## src/plk_params.svh

```systemverilog
// Purpose: timing counts and code values for the link-side phy controller
// Assumes: 200 MHz CLOCK, all phy pins synchronous to it
// Notes: the power status counts are derived from times given in ns
`ifndef PLK_PARAMS_SVH
`define PLK_PARAMS_SVH
`define PLK_CLK_MHZ 200
`define PLK_CODE_IDLE 2'h0
`define PLK_CODE_HOLD 2'h1
`define PLK_CODE_XMIT 2'h2
`define PLK_CODE_GRANT 2'h3
`define PLK_CODE_STATUS 2'h1
`define PLK_CODE_RECV 2'h2
`define PLK_DATA_ON 8'hff
`define PLK_SPD_S100 8'h00
`define PLK_SPD_S200 8'h40
`define PLK_SPD_S400 8'h50
`define PLK_MAX_HOLD 6'h2f
`define PLK_FIFO_DEPTH 16
// power status pulse half period, ns, inside the pulsed low and high limits
`define PLK_LPS_HALF_NS 1000
`define PLK_LPS_HALF_CYC ((`PLK_LPS_HALF_NS * `PLK_CLK_MHZ) / 1000)
// reset recognition time, ns: we hold low at least this long plus margin
`define PLK_LPS_RESET_NS 2680
`define PLK_LPS_RESET_CYC (((`PLK_LPS_RESET_NS * `PLK_CLK_MHZ) + 999) / 1000 + 16)
`endif

```

## src/plk_pkg.sv

```systemverilog
// Purpose: shared types for the link-side phy controller
// Assumes: nothing beyond the params header
// Notes: speeds use a two-bit code, 3 meaning invalid
package plk_pkg;
  typedef enum logic [1:0] {PLK_S100, PLK_S200, PLK_S400, PLK_SBAD} plk_speed_type;
  typedef struct packed {
    logic [7:0] data;
    logic last;
  } plk_word_type;
  typedef struct packed {
    logic [7:0] data;
    logic first;
    plk_speed_type speed;
  } plk_rx_type;
endpackage

```

## src/plk_host.sv

```systemverilog
// What the document requires of link and phy
// [RULE1] null packet: data-on then idle, no speed
// [RULE2] at least one data-on before speed
// [RULE3] own self-id arrives like others
// [RULE4] receive may cut a status transfer
// [RULE5] speed code one cycle before data
// [RULE6] decode speed at first non data-on
// [RULE7] receive ends with at least one idle
// [RULE8] speed code encodings on the data lines
// [RULE9] grant one cycle then one idle
// [RULE10] after grant, at most one idle first
// [RULE11] hold zero to 47 cycles before transmit
// [RULE12] transmit, end cycle, idle, then release
// [RULE13] hold at end asks for concatenation
// [RULE14] next speed on data in end hold
// [RULE15] never concatenate s100 after faster packet
// [RULE16] phy drives idle one clock later
// [RULE17] phy releases lines after grant idle
// [RULE18] phy idles before next operation
// [RULE19] cancel: two idles then release; the code drives three (ST_REL1, ST_REL2, first ST_PHY cycle) before release
// [RULE20] cancel without hold: three idles
// [RULE21] phy ignores requests while not operational
// [RULE22] power status pulsed for isolated links
// [RULE23] low power status resets interface
// [RULE24] long low power status disables interface
// [RULE25] rising edge only, registered inputs
//
// Purpose: link-side controller for the phy receive and transmit handshake
// Assumes: phy pins synchronous to CLOCK; request line serial format is
//   produced elsewhere and only a one-bit bus request strobe is made here
// Notes: transmit words come through a 16 word fifo with back-pressure
`timescale 1ns/1ps
`include "plk_params.svh"
module plk_host (
  // clock and reset
  input wire logic CLOCK,
  input wire logic NRST,
  // phy handshake code lines, split for tri-state
  input wire logic [1:0] CTL_I,
  output logic [1:0] CTL_O,
  output logic CTL_OE,
  // phy data lines
  input wire logic [7:0] DATA_I,
  output logic [7:0] DATA_O,
  output logic DATA_OE,
  // request and power status to phy
  output logic LINK_REQUEST_LINE,
  output logic LINK_POWER_STATUS,
  // user control
  input wire logic LINK_ENABLE,
  input wire logic PULSED_LPS,
  input wire logic MULTISPEED_CONCAT_ENABLE,
  input wire plk_pkg::plk_speed_type MAX_SPEED,
  input wire plk_pkg::plk_speed_type TX_SPEED,
  // transmit stream in
  input wire logic TX_VALID,
  output logic TX_READY,
  input wire plk_pkg::plk_word_type TX_WORD,
  input wire logic TX_CONCAT,
  input wire plk_pkg::plk_speed_type TX_NEXT_SPEED,
  // receive stream out
  output logic RX_VALID,
  output plk_pkg::plk_rx_type RX_WORD,
  output logic RX_END,
  output logic RX_NULL,
  // status
  output logic TX_BUSY,
  output logic TX_DONE,
  output logic TX_CANCEL
);
  typedef enum logic [2:0] {
    ST_PHY, ST_IDLE1, ST_HOLD, ST_XMIT, ST_END, ST_REL1, ST_REL2
  } plk_state_type;

  localparam logic [11:0] RESET_CYC = 12'(`PLK_LPS_RESET_CYC);
  localparam logic [9:0] HALF_CYC = 10'(`PLK_LPS_HALF_CYC);

  plk_state_type st_q;
  logic [1:0] ctl_q;
  logic [7:0] data_q;
  logic [5:0] hold_q;
  logic cat_q;
  logic cat_spd_ok;
  logic req_q;
  logic [11:0] off_q;
  logic [9:0] half_q;
  logic lps_q;
  logic op_q;
  logic [1:0] ctl_o_q;
  logic [7:0] data_o_q;
  logic oe_q;
  plk_pkg::plk_speed_type cur_spd_q;
  logic f_valid;
  logic f_ready;
  plk_pkg::plk_word_type f_word;
  logic pend_q;
  logic [1:0] gap_q;
  logic grant_ok;

  ////////////////////////////////////////////////////////////////////////
  // transmit fifo; back-pressure reaches TX_READY
  plk_fifo #(.WIDTH(9), .DEPTH(`PLK_FIFO_DEPTH)) u_fifo (
    .clk(CLOCK),
    .nrst(NRST),
    .in_valid(TX_VALID),
    .in_ready(TX_READY),
    .in_data(TX_WORD),
    .out_valid(f_valid),
    .out_ready(f_ready),
    .out_data(f_word)
  );

  // receive decode runs on registered lines only
  plk_rx u_rx (
    .clk(CLOCK),
    .nrst(NRST),
    .phy_owns(st_q == ST_PHY),
    .ctl_in(ctl_q),
    .data_in(data_q),
    .max_speed(MAX_SPEED),
    .rx_valid(RX_VALID),
    .rx_word(RX_WORD),
    .rx_end(RX_END),
    .rx_null(RX_NULL)
  );

  ////////////////////////////////////////////////////////////////////////
  // input registers, rising edge only
  always_ff @(posedge CLOCK or negedge NRST) begin
    if (!NRST) begin
      ctl_q <= 2'h0;
      data_q <= 8'h00;
    end else begin
      ctl_q <= CTL_I; // RULE25
      data_q <= DATA_I;
    end
  end

  // power status: level or pulsed, low while disabled
  always_ff @(posedge CLOCK or negedge NRST) begin
    if (!NRST) begin
      lps_q <= 1'b0;
      half_q <= 10'h000;
    end else if (!LINK_ENABLE) begin
      lps_q <= 1'b0;
      half_q <= 10'h000;
    end else if (!PULSED_LPS) begin
      lps_q <= 1'b1;
    end else if (half_q == HALF_CYC - 10'h001) begin
      half_q <= 10'h000;
      lps_q <= !lps_q; // RULE22
    end else begin
      half_q <= half_q + 10'h001;
    end
  end

  // interface counted operational until low long enough to reset
  always_ff @(posedge CLOCK or negedge NRST) begin
    if (!NRST) begin
      off_q <= 12'h000;
      op_q <= 1'b0;
    end else if (!LINK_ENABLE) begin
      if (off_q != RESET_CYC) begin
        off_q <= off_q + 12'h001;
      end
      if (off_q == RESET_CYC) begin
        op_q <= 1'b0; // RULE23
      end
    end else begin
      off_q <= 12'h000;
      op_q <= 1'b1;
    end
  end

  ////////////////////////////////////////////////////////////////////////
  // blank out grant decode while released lines float after our turn;
  // a floating line may read as grant for a cycle
  always_ff @(posedge CLOCK or negedge NRST) begin
    if (!NRST) begin
      gap_q <= 2'h0;
    end else if (st_q == ST_REL2) begin
      gap_q <= 2'h3;
    end else if (gap_q != 2'h0) begin
      gap_q <= gap_q - 2'h1;
    end
  end

  assign grant_ok = (ctl_q == `PLK_CODE_GRANT) && (pend_q || cat_q) && (gap_q == 2'h0);

  // bus request pending while data waits and the interface works
  always_ff @(posedge CLOCK or negedge NRST) begin
    if (!NRST) begin
      pend_q <= 1'b0;
      req_q <= 1'b0;
    end else begin
      req_q <= 1'b0;
      if (!op_q || !LINK_ENABLE) begin
        pend_q <= 1'b0; // RULE21
      end else if (st_q == ST_PHY && f_valid && !pend_q && !cat_q) begin
        pend_q <= 1'b1;
        req_q <= 1'b1;
      end else if (st_q == ST_IDLE1) begin
        pend_q <= 1'b0;
      end
    end
  end

  // s100 may not follow a faster packet
  assign cat_spd_ok = !(TX_NEXT_SPEED == plk_pkg::PLK_S100 &&
                        cur_spd_q != plk_pkg::PLK_S100); // RULE15

  assign f_ready = (st_q == ST_XMIT) || (st_q == ST_HOLD);

  ////////////////////////////////////////////////////////////////////////
  // link ownership state machine after a grant
  always_ff @(posedge CLOCK or negedge NRST) begin
    if (!NRST) begin
      st_q <= ST_PHY;
      hold_q <= 6'h00;
      cat_q <= 1'b0;
      cur_spd_q <= plk_pkg::PLK_S100;
    end else if (!LINK_ENABLE) begin
      st_q <= ST_PHY;
      cat_q <= 1'b0;
    end else begin
      unique case (st_q)
        ST_PHY: begin
          hold_q <= 6'h00;
          if (grant_ok) begin
            st_q <= ST_IDLE1; // RULE9
            if (!cat_q) begin
              cur_spd_q <= TX_SPEED;
            end
          end
        end
        ST_IDLE1: begin
          st_q <= ST_HOLD; // RULE10
          hold_q <= 6'h00;
        end
        ST_HOLD: begin
          hold_q <= hold_q + 6'h01;
          if (f_valid) begin
            st_q <= f_word.last ? ST_END : ST_XMIT;
          end else if (hold_q == `PLK_MAX_HOLD - 6'h01) begin
            st_q <= ST_REL1; // RULE11 RULE20
            cat_q <= 1'b0;
          end
        end
        ST_XMIT: begin
          if (f_word.last && f_valid) begin
            st_q <= ST_END; // RULE12
          end
        end
        ST_END: begin
          st_q <= ST_REL2;
          cat_q <= TX_CONCAT && cat_spd_ok; // RULE13
          if (TX_CONCAT && cat_spd_ok && MULTISPEED_CONCAT_ENABLE) begin
            cur_spd_q <= TX_NEXT_SPEED;
          end
        end
        ST_REL1: begin
          st_q <= ST_REL2; // RULE19
        end
        ST_REL2: begin
          st_q <= ST_PHY;
        end
      endcase
    end
  end

  // speed code for the concatenation hold
  function automatic logic [7:0] spd_code(plk_pkg::plk_speed_type s);
    logic [7:0] r;
    r = `PLK_SPD_S100;
    if (s == plk_pkg::PLK_S200) begin
      r = `PLK_SPD_S200;
    end else if (s == plk_pkg::PLK_S400) begin
      r = `PLK_SPD_S400;
    end
    return r; // RULE8
  endfunction

  ////////////////////////////////////////////////////////////////////////
  // pin drive registers; idle driven in every owned cycle that drives no hold or transmit code
  always_ff @(posedge CLOCK or negedge NRST) begin
    if (!NRST) begin
      ctl_o_q <= 2'h0;
      data_o_q <= 8'h00;
      oe_q <= 1'b0;
    end else begin
      oe_q <= LINK_ENABLE && (st_q != ST_PHY || grant_ok);
      ctl_o_q <= `PLK_CODE_IDLE;
      data_o_q <= 8'h00;
      // one idle after the grant, then hold, so the first idle is the only one
      if (st_q == ST_IDLE1) begin
        ctl_o_q <= `PLK_CODE_HOLD; // RULE10
      end else if (st_q == ST_HOLD && f_valid) begin
        ctl_o_q <= `PLK_CODE_XMIT;
        data_o_q <= f_word.data;
      end else if (st_q == ST_HOLD && hold_q != `PLK_MAX_HOLD - 6'h01) begin
        ctl_o_q <= `PLK_CODE_HOLD; // RULE11
      end else if (st_q == ST_XMIT && f_valid) begin
        ctl_o_q <= `PLK_CODE_XMIT; // RULE12
        data_o_q <= f_word.data;
      end else if (st_q == ST_END && TX_CONCAT && cat_spd_ok) begin
        ctl_o_q <= `PLK_CODE_HOLD; // RULE13
        data_o_q <= MULTISPEED_CONCAT_ENABLE ? spd_code(TX_NEXT_SPEED) : 8'h00; // RULE14
      end
    end
  end

  assign CTL_O = ctl_o_q;
  assign DATA_O = data_o_q;
  assign CTL_OE = oe_q;
  assign DATA_OE = oe_q;
  assign LINK_REQUEST_LINE = req_q;
  assign LINK_POWER_STATUS = lps_q;
  assign TX_BUSY = (st_q != ST_PHY);
  assign TX_DONE = (st_q == ST_END);
  assign TX_CANCEL = (st_q == ST_REL1);

  ////////////////////////////////////////////////////////////////////////
  // checks on what this end drives
  AST_GRANT_IDLE: assert property (@(posedge CLOCK) disable iff (!NRST)
    st_q == ST_IDLE1 |=> st_q == ST_HOLD) else $error("no hold phase after grant"); // RULE10
  AST_HOLD_MAX: assert property (@(posedge CLOCK) disable iff (!NRST)
    hold_q <= `PLK_MAX_HOLD) else $error("hold count beyond limit"); // RULE11
  AST_END_IDLE: assert property (@(posedge CLOCK) disable iff (!NRST)
    st_q == ST_END && LINK_ENABLE |=> st_q == ST_REL2 ##1 st_q == ST_PHY)
    else $error("release sequence broken"); // RULE12
  AST_CANCEL: assert property (@(posedge CLOCK) disable iff (!NRST)
    st_q == ST_REL1 && LINK_ENABLE |=> ##1 ctl_o_q == 2'h0 && oe_q)
    else $error("cancel idles missing"); // RULE19
  AST_CAT_SPD: assert property (@(posedge CLOCK) disable iff (!NRST)
    ctl_o_q == `PLK_CODE_HOLD && oe_q && MULTISPEED_CONCAT_ENABLE && $past(st_q) == ST_END
    |-> data_o_q[7] == 1'b0) else $error("concat speed code missing"); // RULE14
  AST_NO_S100_CAT: assert property (@(posedge CLOCK) disable iff (!NRST)
    $rose(cat_q) |-> !($past(TX_NEXT_SPEED) == plk_pkg::PLK_S100 &&
                      $past(cur_spd_q) != plk_pkg::PLK_S100)) else $error("s100 concat"); // RULE15
  AST_REQ_OFF: assert property (@(posedge CLOCK) disable iff (!NRST)
    !op_q |-> ##1 !req_q) else $error("request while interface down"); // RULE21
  AST_RESET_LOW: assert property (@(posedge CLOCK) disable iff (!NRST)
    !LINK_ENABLE |-> ##1 !lps_q) else $error("power status not low"); // RULE23
  AST_REG_IN: assert property (@(posedge CLOCK) disable iff (!NRST)
    ctl_q == $past(CTL_I)) else $error("inputs not registered"); // RULE25
  COV_XMIT: cover property (@(posedge CLOCK) disable iff (!NRST) st_q == ST_END);
  COV_CANCEL: cover property (@(posedge CLOCK) disable iff (!NRST) st_q == ST_REL1);
  COV_CAT: cover property (@(posedge CLOCK) disable iff (!NRST) $rose(cat_q));
  COV_NULL: cover property (@(posedge CLOCK) disable iff (!NRST) RX_NULL);
endmodule

```

## src/plk_fifo.sv

```systemverilog
// Purpose: small valid/ready fifo of flip-flop storage
// Assumes: one clock, async active low reset
// Notes: no bypass, so a word takes one cycle to appear at the output
`timescale 1ns/1ps
module plk_fifo #(
  parameter int WIDTH = 9,
  parameter int DEPTH = 16
) (
  // clock and reset
  input wire logic clk,
  input wire logic nrst,
  // fill side
  input wire logic in_valid,
  output logic in_ready,
  input wire logic [WIDTH-1:0] in_data,
  // drain side
  output logic out_valid,
  input wire logic out_ready,
  output logic [WIDTH-1:0] out_data
);
  localparam int AW = $clog2(DEPTH);
  logic [WIDTH-1:0] mem_q [DEPTH];
  logic [AW-1:0] wr_q;
  logic [AW-1:0] rd_q;
  logic [AW:0] cnt_q;
  logic push;
  logic pop;

  // honest full and empty from the occupancy count
  assign in_ready = (cnt_q != DEPTH[AW:0]);
  assign out_valid = (cnt_q != '0);
  assign out_data = mem_q[rd_q];
  assign push = in_valid && in_ready;
  assign pop = out_valid && out_ready;

  ////////////////////////////////////////////////////////////////////////
  // storage write, no reset needed on data
  always_ff @(posedge clk) begin
    if (push) begin
      mem_q[wr_q] <= in_data;
    end
  end

  // pointers and count
  always_ff @(posedge clk or negedge nrst) begin
    if (!nrst) begin
      wr_q <= '0;
      rd_q <= '0;
      cnt_q <= '0;
    end else begin
      if (push) begin
        wr_q <= (wr_q == AW'(DEPTH - 1)) ? '0 : wr_q + 1'b1;
      end
      if (pop) begin
        rd_q <= (rd_q == AW'(DEPTH - 1)) ? '0 : rd_q + 1'b1;
      end
      cnt_q <= cnt_q + {{AW{1'b0}}, push} - {{AW{1'b0}}, pop};
    end
  end
endmodule

```

## src/plk_rx.sv

```systemverilog
// Purpose: receive side decode of the phy handshake lines
// Assumes: inputs are registered copies, one cycle old
// Notes: a bad or too fast speed code drops the whole packet
`timescale 1ns/1ps
`include "plk_params.svh"
module plk_rx (
  // clock and reset
  input wire logic clk,
  input wire logic nrst,
  // registered lines and direction
  input wire logic phy_owns,
  input wire logic [1:0] ctl_in,
  input wire logic [7:0] data_in,
  input wire plk_pkg::plk_speed_type max_speed,
  // decoded stream
  output logic rx_valid,
  output plk_pkg::plk_rx_type rx_word,
  output logic rx_end,
  output logic rx_null
);
  logic in_recv_q;
  logic got_spd_q;
  logic drop_q;
  plk_pkg::plk_speed_type spd_q;
  plk_pkg::plk_speed_type dec;
  logic recv;

  assign recv = phy_owns && (ctl_in == `PLK_CODE_RECV);

  // speed code decode, don't-care bits ignored for s100 and s200; s400 must match exactly
  always_comb begin
    if (data_in[7:6] == 2'h0) begin
      dec = plk_pkg::PLK_S100; // RULE8
    end else if (data_in[7:4] == 4'h4) begin
      dec = plk_pkg::PLK_S200;
    end else if (data_in == `PLK_SPD_S400) begin
      dec = plk_pkg::PLK_S400;
    end else begin
      dec = plk_pkg::PLK_SBAD;
    end
  end

  ////////////////////////////////////////////////////////////////////////
  // receive tracking; first non data-on cycle carries the speed
  always_ff @(posedge clk or negedge nrst) begin
    if (!nrst) begin
      in_recv_q <= 1'b0;
      got_spd_q <= 1'b0;
      drop_q <= 1'b0;
      spd_q <= plk_pkg::PLK_S100;
    end else begin
      in_recv_q <= recv;
      if (!recv) begin
        got_spd_q <= 1'b0;
        drop_q <= 1'b0;
      end else if (!got_spd_q && !data_in[7]) begin
        got_spd_q <= 1'b1; // RULE6
        spd_q <= dec;
        drop_q <= (dec == plk_pkg::PLK_SBAD) || (dec > max_speed); // RULE6
      end
    end
  end

  // data words out; packet end and null packet strobes
  always_ff @(posedge clk or negedge nrst) begin
    if (!nrst) begin
      rx_valid <= 1'b0;
      rx_word <= '0;
      rx_end <= 1'b0;
      rx_null <= 1'b0;
    end else begin
      rx_valid <= recv && got_spd_q && !drop_q;
      rx_word.data <= data_in;
      rx_word.speed <= spd_q;
      rx_word.first <= recv && got_spd_q && !in_recv_q ? 1'b0 : 1'b0;
      rx_end <= in_recv_q && !recv;
      rx_null <= in_recv_q && !recv && !got_spd_q; // RULE1
    end
  end
endmodule

```

## config.mk

```make
export PLATFORM = sky130hd
export DESIGN_NAME = plk_host
export DESIGN_NICKNAME = d
export VERILOG_FILES = /design/src/plk_pkg.sv /design/src/plk_host.sv /design/src/plk_fifo.sv /design/src/plk_rx.sv
export VERILOG_INCLUDE_DIRS = /design/src
export SDC_FILE = /design/constraint.sdc
export NUM_CORES = 1
export LEC_CHECK = 0
export ABC_AREA = 1
export ABC_CLOCK_PERIOD_IN_PS = 3200
export BUFFER_PORTS_ARGS = -buffer_cell sky130_fd_sc_hd__buf_2
export CAP_MARGIN = 10
export CORE_MARGIN = 8
export CORE_UTILIZATION = 50
export DETAILED_ROUTE_END_ITERATION = 7
export PLACE_DENSITY = 0.7
export SYNTH_ARGS = -nofsm -noshare
export SYNTH_HDL_FRONTEND = slang
export SYNTH_SLANG_ARGS = --single-unit
```

## constraint.sdc

```tcl
create_clock -name CLOCK -period 3.2 [get_ports CLOCK]
set_input_delay 0.64 -clock CLOCK [delete_from_list [all_inputs] [get_ports CLOCK]]
set_output_delay 0.64 -clock CLOCK [all_outputs]
set_load 0.02 [all_outputs]
```

## After elaboration in Yosys (flattened, before gate mapping)

Memories as Yosys holds them, arrays and structs flattened.
Index checks and enable logic that the tools add are counted.

- Equal/unequal tests: 33
- $lt $le $gt $ge: 1
- Muxes and demuxes: 57
- Reductions and logical operators: 59
- $mul: 0
- Add/subtract/negate cells: 8
- Shifts and indexed selects: 0
- Divide/modulo/power cells: 0
- Bitwise logic cells: 0

Operators by type and width:

| cell | number |
|---|---|
| 2-to-1 mux 8 bit | 6 |
| 2-to-1 mux 10 bit | 3 |
| 2-to-1 mux 12 bit | 2 |
| logical AND 1 bit | 23 |
| 2-to-1 mux 2 bit | 11 |
| 2-to-1 mux 1 bit | 21 |
| 2-to-1 mux 3 bit | 6 |
| one-hot mux 3 bit (6 select lines) | 1 |
| 2-to-1 mux 7 bit | 2 |
| nonzero test 2 bit | 7 |
| adder 12 x 1 -> 12 bit, second input constant | 1 |
| == test 12 x 10 -> 1 bit, second input constant | 1 |
| inequality test 12 x 10 -> 1 bit, second input constant | 1 |
| inequality test 3 bit, second input constant | 4 |
| one-hot mux 6 bit (2 select lines) | 1 |
| adder 10 x 1 -> 10 bit, second input constant | 1 |
| == test 10 x 8 -> 1 bit, second input constant | 1 |
| logical NOT 1 bit | 10 |
| == test 3 bit, second input constant | 3 |
| adder 4 x 1 -> 4 bit, second input constant | 2 |
| == test 2 bit, second input constant | 4 |
| == test 4 bit, second input constant | 2 |
| == test 8 x 7 -> 1 bit, second input constant | 1 |
| 2-to-1 mux 4 bit | 2 |
| 28 further kinds | 42 |

- Bits of input ports: 32
- RAM bits: 144
- Output and inout port bits: 32
- Memories: 1
- Register bits after elaboration: 92
- Bits in latches: 0
- Word-level logic and storage cells: 187
- Bits in read-only memories: 0

Memory list:

| memory | depth | bits a word | read ports | clocked after memory_dff | write ports | RTL line | source |
|---|---|---|---|---|---|---|---|
| u_fifo.mem_q | 16 | 9 | 1 | 0 | 1 | plk_fifo.sv:22 | `logic [WIDTH-1:0] mem_q [DEPTH];` |

## Longest topological paths before layout

- Word-level depth: 9
- Depth in mapped cells: 13
- Gate-level depth less buffers: 12

## Cells and area by module

Synthesis repeated with hierarchy kept, for this count alone.

- Cells, all modules: 1,197
- Area, all modules: 10,928.0 um2

By module, submodules not included:

| module | seq. area each (um2) | area each (um2) | cells each | times used |
|---|---|---|---|---|
| plk_fifo | 4,649.5 | 7,106.8 | 724 | 1 |
| plk_host | 1,526.5 | 3,111.7 | 400 | 1 |
| plk_rx | 450.4 | 709.4 | 73 | 1 |

## Worst setup path after synthesis

No wires, ideal clock.

- Kind: register -> register
- Start point: register u_fifo.cnt_q[3]
- End point: register u_fifo.cnt_q[4]
- Path buffers: 1
- Setup time: 79 ps
- Path slack: 695 ps
- Cell stages (with the launch flop): 14
- Clock period less this slack: 2,505 ps
- Arrival: 2,426 ps
- Data required time: 3,121 ps
- Path through: dfrtp_1 -> inv_1 -> ha_1 -> nand4_1 -> nand2_1 -> inv_1 -> buf_4 -> ha_1 -> inv_1 -> ha_1 -> inv_1 -> fa_1 -> o21ai_0 -> xor2_1

- Elaborated cells between the ends (all ways): 6
- Those cells by class: add/sub: 2; eq/ne: 1; reduce/logical: 3

RTL lines:

| item | RTL line | source |
|---|---|---|
| from (decl) | plk_fifo.sv:25 | `logic [AW:0] cnt_q;` |
| from (signal assigned) | plk_fifo.sv:57 | `cnt_q <= cnt_q + {{AW{1'b0}}, push} - {{AW{1'b0}}, pop};` |
| nonzero test 5 bit | plk_fifo.sv:31 | `assign out_valid = (cnt_q != '0);` |
| logical AND 1 bit | plk_fifo.sv:34 | `assign pop = out_valid && out_ready;` |
| named net u_fifo.pop | plk_fifo.sv:27 | `logic pop;` |
| subtractor 5 x 1 -> 5 bit | plk_fifo.sv:57 |  |

The timed path passes the listed nets, and every way through them passes these cells.
A chain may end at the register's enable or synchronous reset.

## Worst setup path after layout

- Start point: register u_fifo.cnt_q[2]
- End point: register u_fifo.cnt_q[4]

- Longest elaborated chain between the ends: 4
- Elaborated cells between the ends (all ways): 6
- Those cells by class: add/sub: 2; eq/ne: 1; reduce/logical: 3

RTL lines:

| item | RTL line | source |
|---|---|---|
| inequality test 5 bit | plk_fifo.sv:30 | `assign in_ready = (cnt_q != DEPTH[AW:0]);` |
| logical AND 1 bit | plk_fifo.sv:33 | `assign push = in_valid && in_ready;` |
| adder 5 x 1 -> 5 bit | plk_fifo.sv:57 |  |
| subtractor 5 x 1 -> 5 bit (*) | plk_fifo.sv:57 |  |

Every way passes the cells marked *; elsewhere a longest branch is shown, timed or not.

==> impl_metrics.env <==
export IMPL_cellLeakagePower_nw=4.81
export IMPL_syn_num_nets=988
export IMPL_ctsResizeCount=0
export IMPL_routabilityCongestion=0.832
export IMPL_relSlewSlack_pct=34.3
export IMPL_ys_types=40
export IMPL_maxCapViolations=0
export IMPL_dr_total_vias=6913
export IMPL_final_util_pct=58.1
export IMPL_ant_nets=0
export IMPL_reg2reg_depth=12
export IMPL_critPathCaptureType="flip-flop"
export IMPL_final_nets=1063
export IMPL_drt_initial_drc_count=556
export IMPL_worstPathArrival_ps=3250
export IMPL_status="completed"
export IMPL_holdPathEnd="data_q[3]$_DFF_PN0_"
export IMPL_path_max_fanout=13
export IMPL_post_cts_buffers=0
export IMPL_worstSetupStartpointType="flip-flop"
export IMPL_dp_cells=1246
export IMPL_tns_ps=0
export IMPL_routed_wl_um=22000
export IMPL_async_flop_share_pct=39.0
export IMPL_grt_pass1_wl_um=35300
export IMPL_viasPerCell=5.34
export IMPL_holdBufCountCts=0
export IMPL_synth_top_flop_cell="edfxtp_1"
export IMPL_fin_crit_ps=2810
export IMPL_period_share_pct=87.8
export IMPL_core_sq_um=19600
export IMPL_cts_path_max_buffers=3
export IMPL_n_antenna_cell=0
export IMPL_final_max_slew_viol_count=0
export IMPL_antenna_found_initial=0
export IMPL_fmax_mhz=356
export IMPL_grt_start_max_net_pins=87
export IMPL_area_delta_synth_final_pct=13.6
export IMPL_rr_startpoint="u_fifo.cnt_q[2]$_DFF_PN0_"
export IMPL_cp_required_ps=3650
export IMPL_io_pins=64
export IMPL_ys_warn_count=0
export IMPL_htreeDepth=1
export IMPL_syn_cell_area_sq_um=10000
export IMPL_dp_slack_ps=433
export IMPL_worst_pin_slew_ps=985
export IMPL_drc=0
export IMPL_n_fill_cell=1608
export IMPL_die_h_um=158
export IMPL_cts_tree="built"
export IMPL_rrSetupSlack_ps=390
export IMPL_ys_seq_area_share_pct=66.2
export IMPL_hold_class="in -> reg"
export IMPL_io_buffers=62
export IMPL_syn_inst=934
export IMPL_grt_pass1_vias=6770
export IMPL_finClkSkew_ps=8.68
export IMPL_synth_edff_count=144
export IMPL_drt_first_pass_iters=5
export IMPL_holdPathStages=1
export IMPL_clockRootBuffer="clkbuf_16"
export IMPL_cts_buffers=26
export IMPL_power_density_nw_per_um2=803
export IMPL_use_met1_pct=23.6
export IMPL_top_usage_layer="met2"
export IMPL_grt_setup_unrepaired="false"
export IMPL_dp_hpwl_um=14200
export IMPL_worstHoldStart="DATA_I[3]"
export IMPL_cts_sinks=236
export IMPL_cts_reportedPaths_clkPinSlew_ps=60
export IMPL_start_util_pct=51.1
export IMPL_hold_violations=0
export IMPL_critPathKind="reg -> reg"
export IMPL_grtUsageTotal_pct=18.1
export IMPL_peakVddDrop_mv=0.509
export IMPL_setup_violations=0
export IMPL_seq_area_sq_um=6630
export IMPL_r2r_end="u_fifo.cnt_q[4]$_DFF_PN0_"
export IMPL_layout_setup_ws_ps=390
export IMPL_overflow=0
export IMPL_synth_avg_cell_area_sq_um=10.7
export IMPL_layoutNonFillerInstCount=1294
export IMPL_std_cell_rows=51
export IMPL_dieArea_sq_um=24800
export IMPL_use_met2_pct=30.2
export IMPL_drive_gt1_share_pct=12.4
export IMPL_multi_input_area_sq_um=2830
export IMPL_clk_latency_ps=520
export IMPL_met3_usage_pct=3.21
export IMPL_wl_per_cell_um=17.0
export IMPL_die_width_um=158
export IMPL_ys_seq_elements=236
logic make-up after synthesis:
| kind of cell | share of synthesized area (%) |
|---|---|
| simple gates | 16.9 |
| compound gates | 7.62 |
| buf+inv | 5.56 |
| flops | 66.2 |
| fa+ha+maj | 2.82 |
| xor+xnor | 0.875 |
| other cells | 0.0375 |
worst max-delay path by stage:
stage | start | to | slack, ps | depth (start not counted)
6_report | u_fifo.cnt_q[2]$_DFF_PN0_ | u_fifo.cnt_q[4]$_DFF_PN0_ | 390 | 12
5_1_grt | u_fifo.cnt_q[2]$_DFF_PN0_ | u_fifo.cnt_q[4]$_DFF_PN0_ | 140 | 12
4_1_cts | u_fifo.cnt_q[2]$_DFF_PN0_ | u_fifo.cnt_q[4]$_DFF_PN0_ | 390 | 12
3_5_place_dp | u_fifo.cnt_q[2]$_DFF_PN0_ | u_fifo.cnt_q[4]$_DFF_PN0_ | 430 | 12
3_3_place_gp | u_fifo.cnt_q[3]$_DFF_PN0_ | u_fifo.cnt_q[4]$_DFF_PN0_ | 510 | 12
2_1_floorplan | u_fifo.cnt_q[3]$_DFF_PN0_ | u_fifo.cnt_q[4]$_DFF_PN0_ | 690 | 13
stage by stage:
step / hold slack [ps] / instance area, sq um / total power [mW]
4_1_cts: 209 / 11400 / 9.17
2_1_floorplan: 344 / 10000 / 5.69
5_1_grt: 209 / 11400 / 9.64
3_5_place_dp: 362 / 10600 / 6.41
3_3_place_gp: 356 / 10600 / 6.33
6_report: 224 / 11400 / 9.13
layer usage:
layer | wire [um] | vias up
met5 | 0 | -
met4 | 553 | 0
met3 | 1630 | 47
met2 | 10400 | 230
met1 | 9450 | 3328
li1 | - | 3308
cells in the mapped netlist, types with 2 or more instances:
library cell / number / area [sq um]
buf_4: 9 / 67.6
a21boi_0: 2 / 15.0
nand2_1: 182 / 683
xor2_1: 7 / 61.3
nor3b_1: 3 / 22.5
nand3_1: 73 / 365
o32ai_1: 2 / 17.5
nand3b_1: 2 / 15.0
xnor2_1: 3 / 26.3
inv_2: 7 / 26.3
nand4_1: 14 / 87.6
o211ai_1: 7 / 52.6
nor3_1: 9 / 45.0
o21ai_1: 5 / 25.0
a31oi_1: 8 / 50.1
o21ai_0: 74 / 370
ha_1: 21 / 263
nor4_1: 3 / 18.8
inv_1: 88 / 330
nor2_1: 103 / 387
or2_2: 3 / 18.8
clkbuf_1: 6 / 22.5
dfrtp_1: 92 / 2300
buf_6: 4 / 45.0
a21oi_1: 35 / 175
edfxtp_1: 144 / 4320
buf_2: 11 / 55.1
o22ai_1: 5 / 31.3
power by group:
| part | switching, mW | internal [mW] | total [mW] |
|---|---|---|---|
| clock network | 1.16 | 1.61 | 2.77 |
| logic | 1.73 | 0.745 | 2.48 |
| registers | 0.218 | 3.67 | 3.89 |
| total | 3.11 | 6.03 | 9.13 |
critical path, cell delays in order, from the launching register on:
cell	delay, ps
dfrtp_1	380
inv_1	90
ha_1	170
nand4_1	250
nand2_1	220
inv_1	240
ha_1	360
inv_1	60
ha_1	150
inv_1	50
fa_1	390
o21ai_0	220
xor2_1	160
area by class of cell:
class	count	area share, %
clock inverter	16	0.891
timing repair buffer	77	3.74
multi-input combinational	571	24.9
tap	265	2.91
inverter	97	3.22
sequential	236	58.3
clock buffer	32	6.10
sequential cells by signal, indices dropped and copies added, names as in the netlist, 3 cells and up:
| signal | cells |
|---|---|
| u_rx.rx_word | 10 |
| u_fifo.rd_q | 4 |
| u_fifo.mem_q | 144 |
| hold_q | 6 |
| half_q | 10 |
| off_q | 12 |
| DATA_O | 8 |
| u_fifo.cnt_q | 5 |
| data_q | 8 |
| st_q | 3 |
| u_fifo.wr_q | 4 |
cell usage in the layout, fill, tap and decap left out, drive strengths merged, types with 10 or more instances in the layout:
master / n
nor2: 105
nor3: 10
buf: 77
clkinv: 13
edfxtp: 144
nand4: 14
nand3: 73
ha: 21
o21ai: 79
a21oi: 35
nand2: 183
clkbuf: 32
inv: 96
dfrtp: 92
Note: power is estimated with default switching activity, not from simulation.
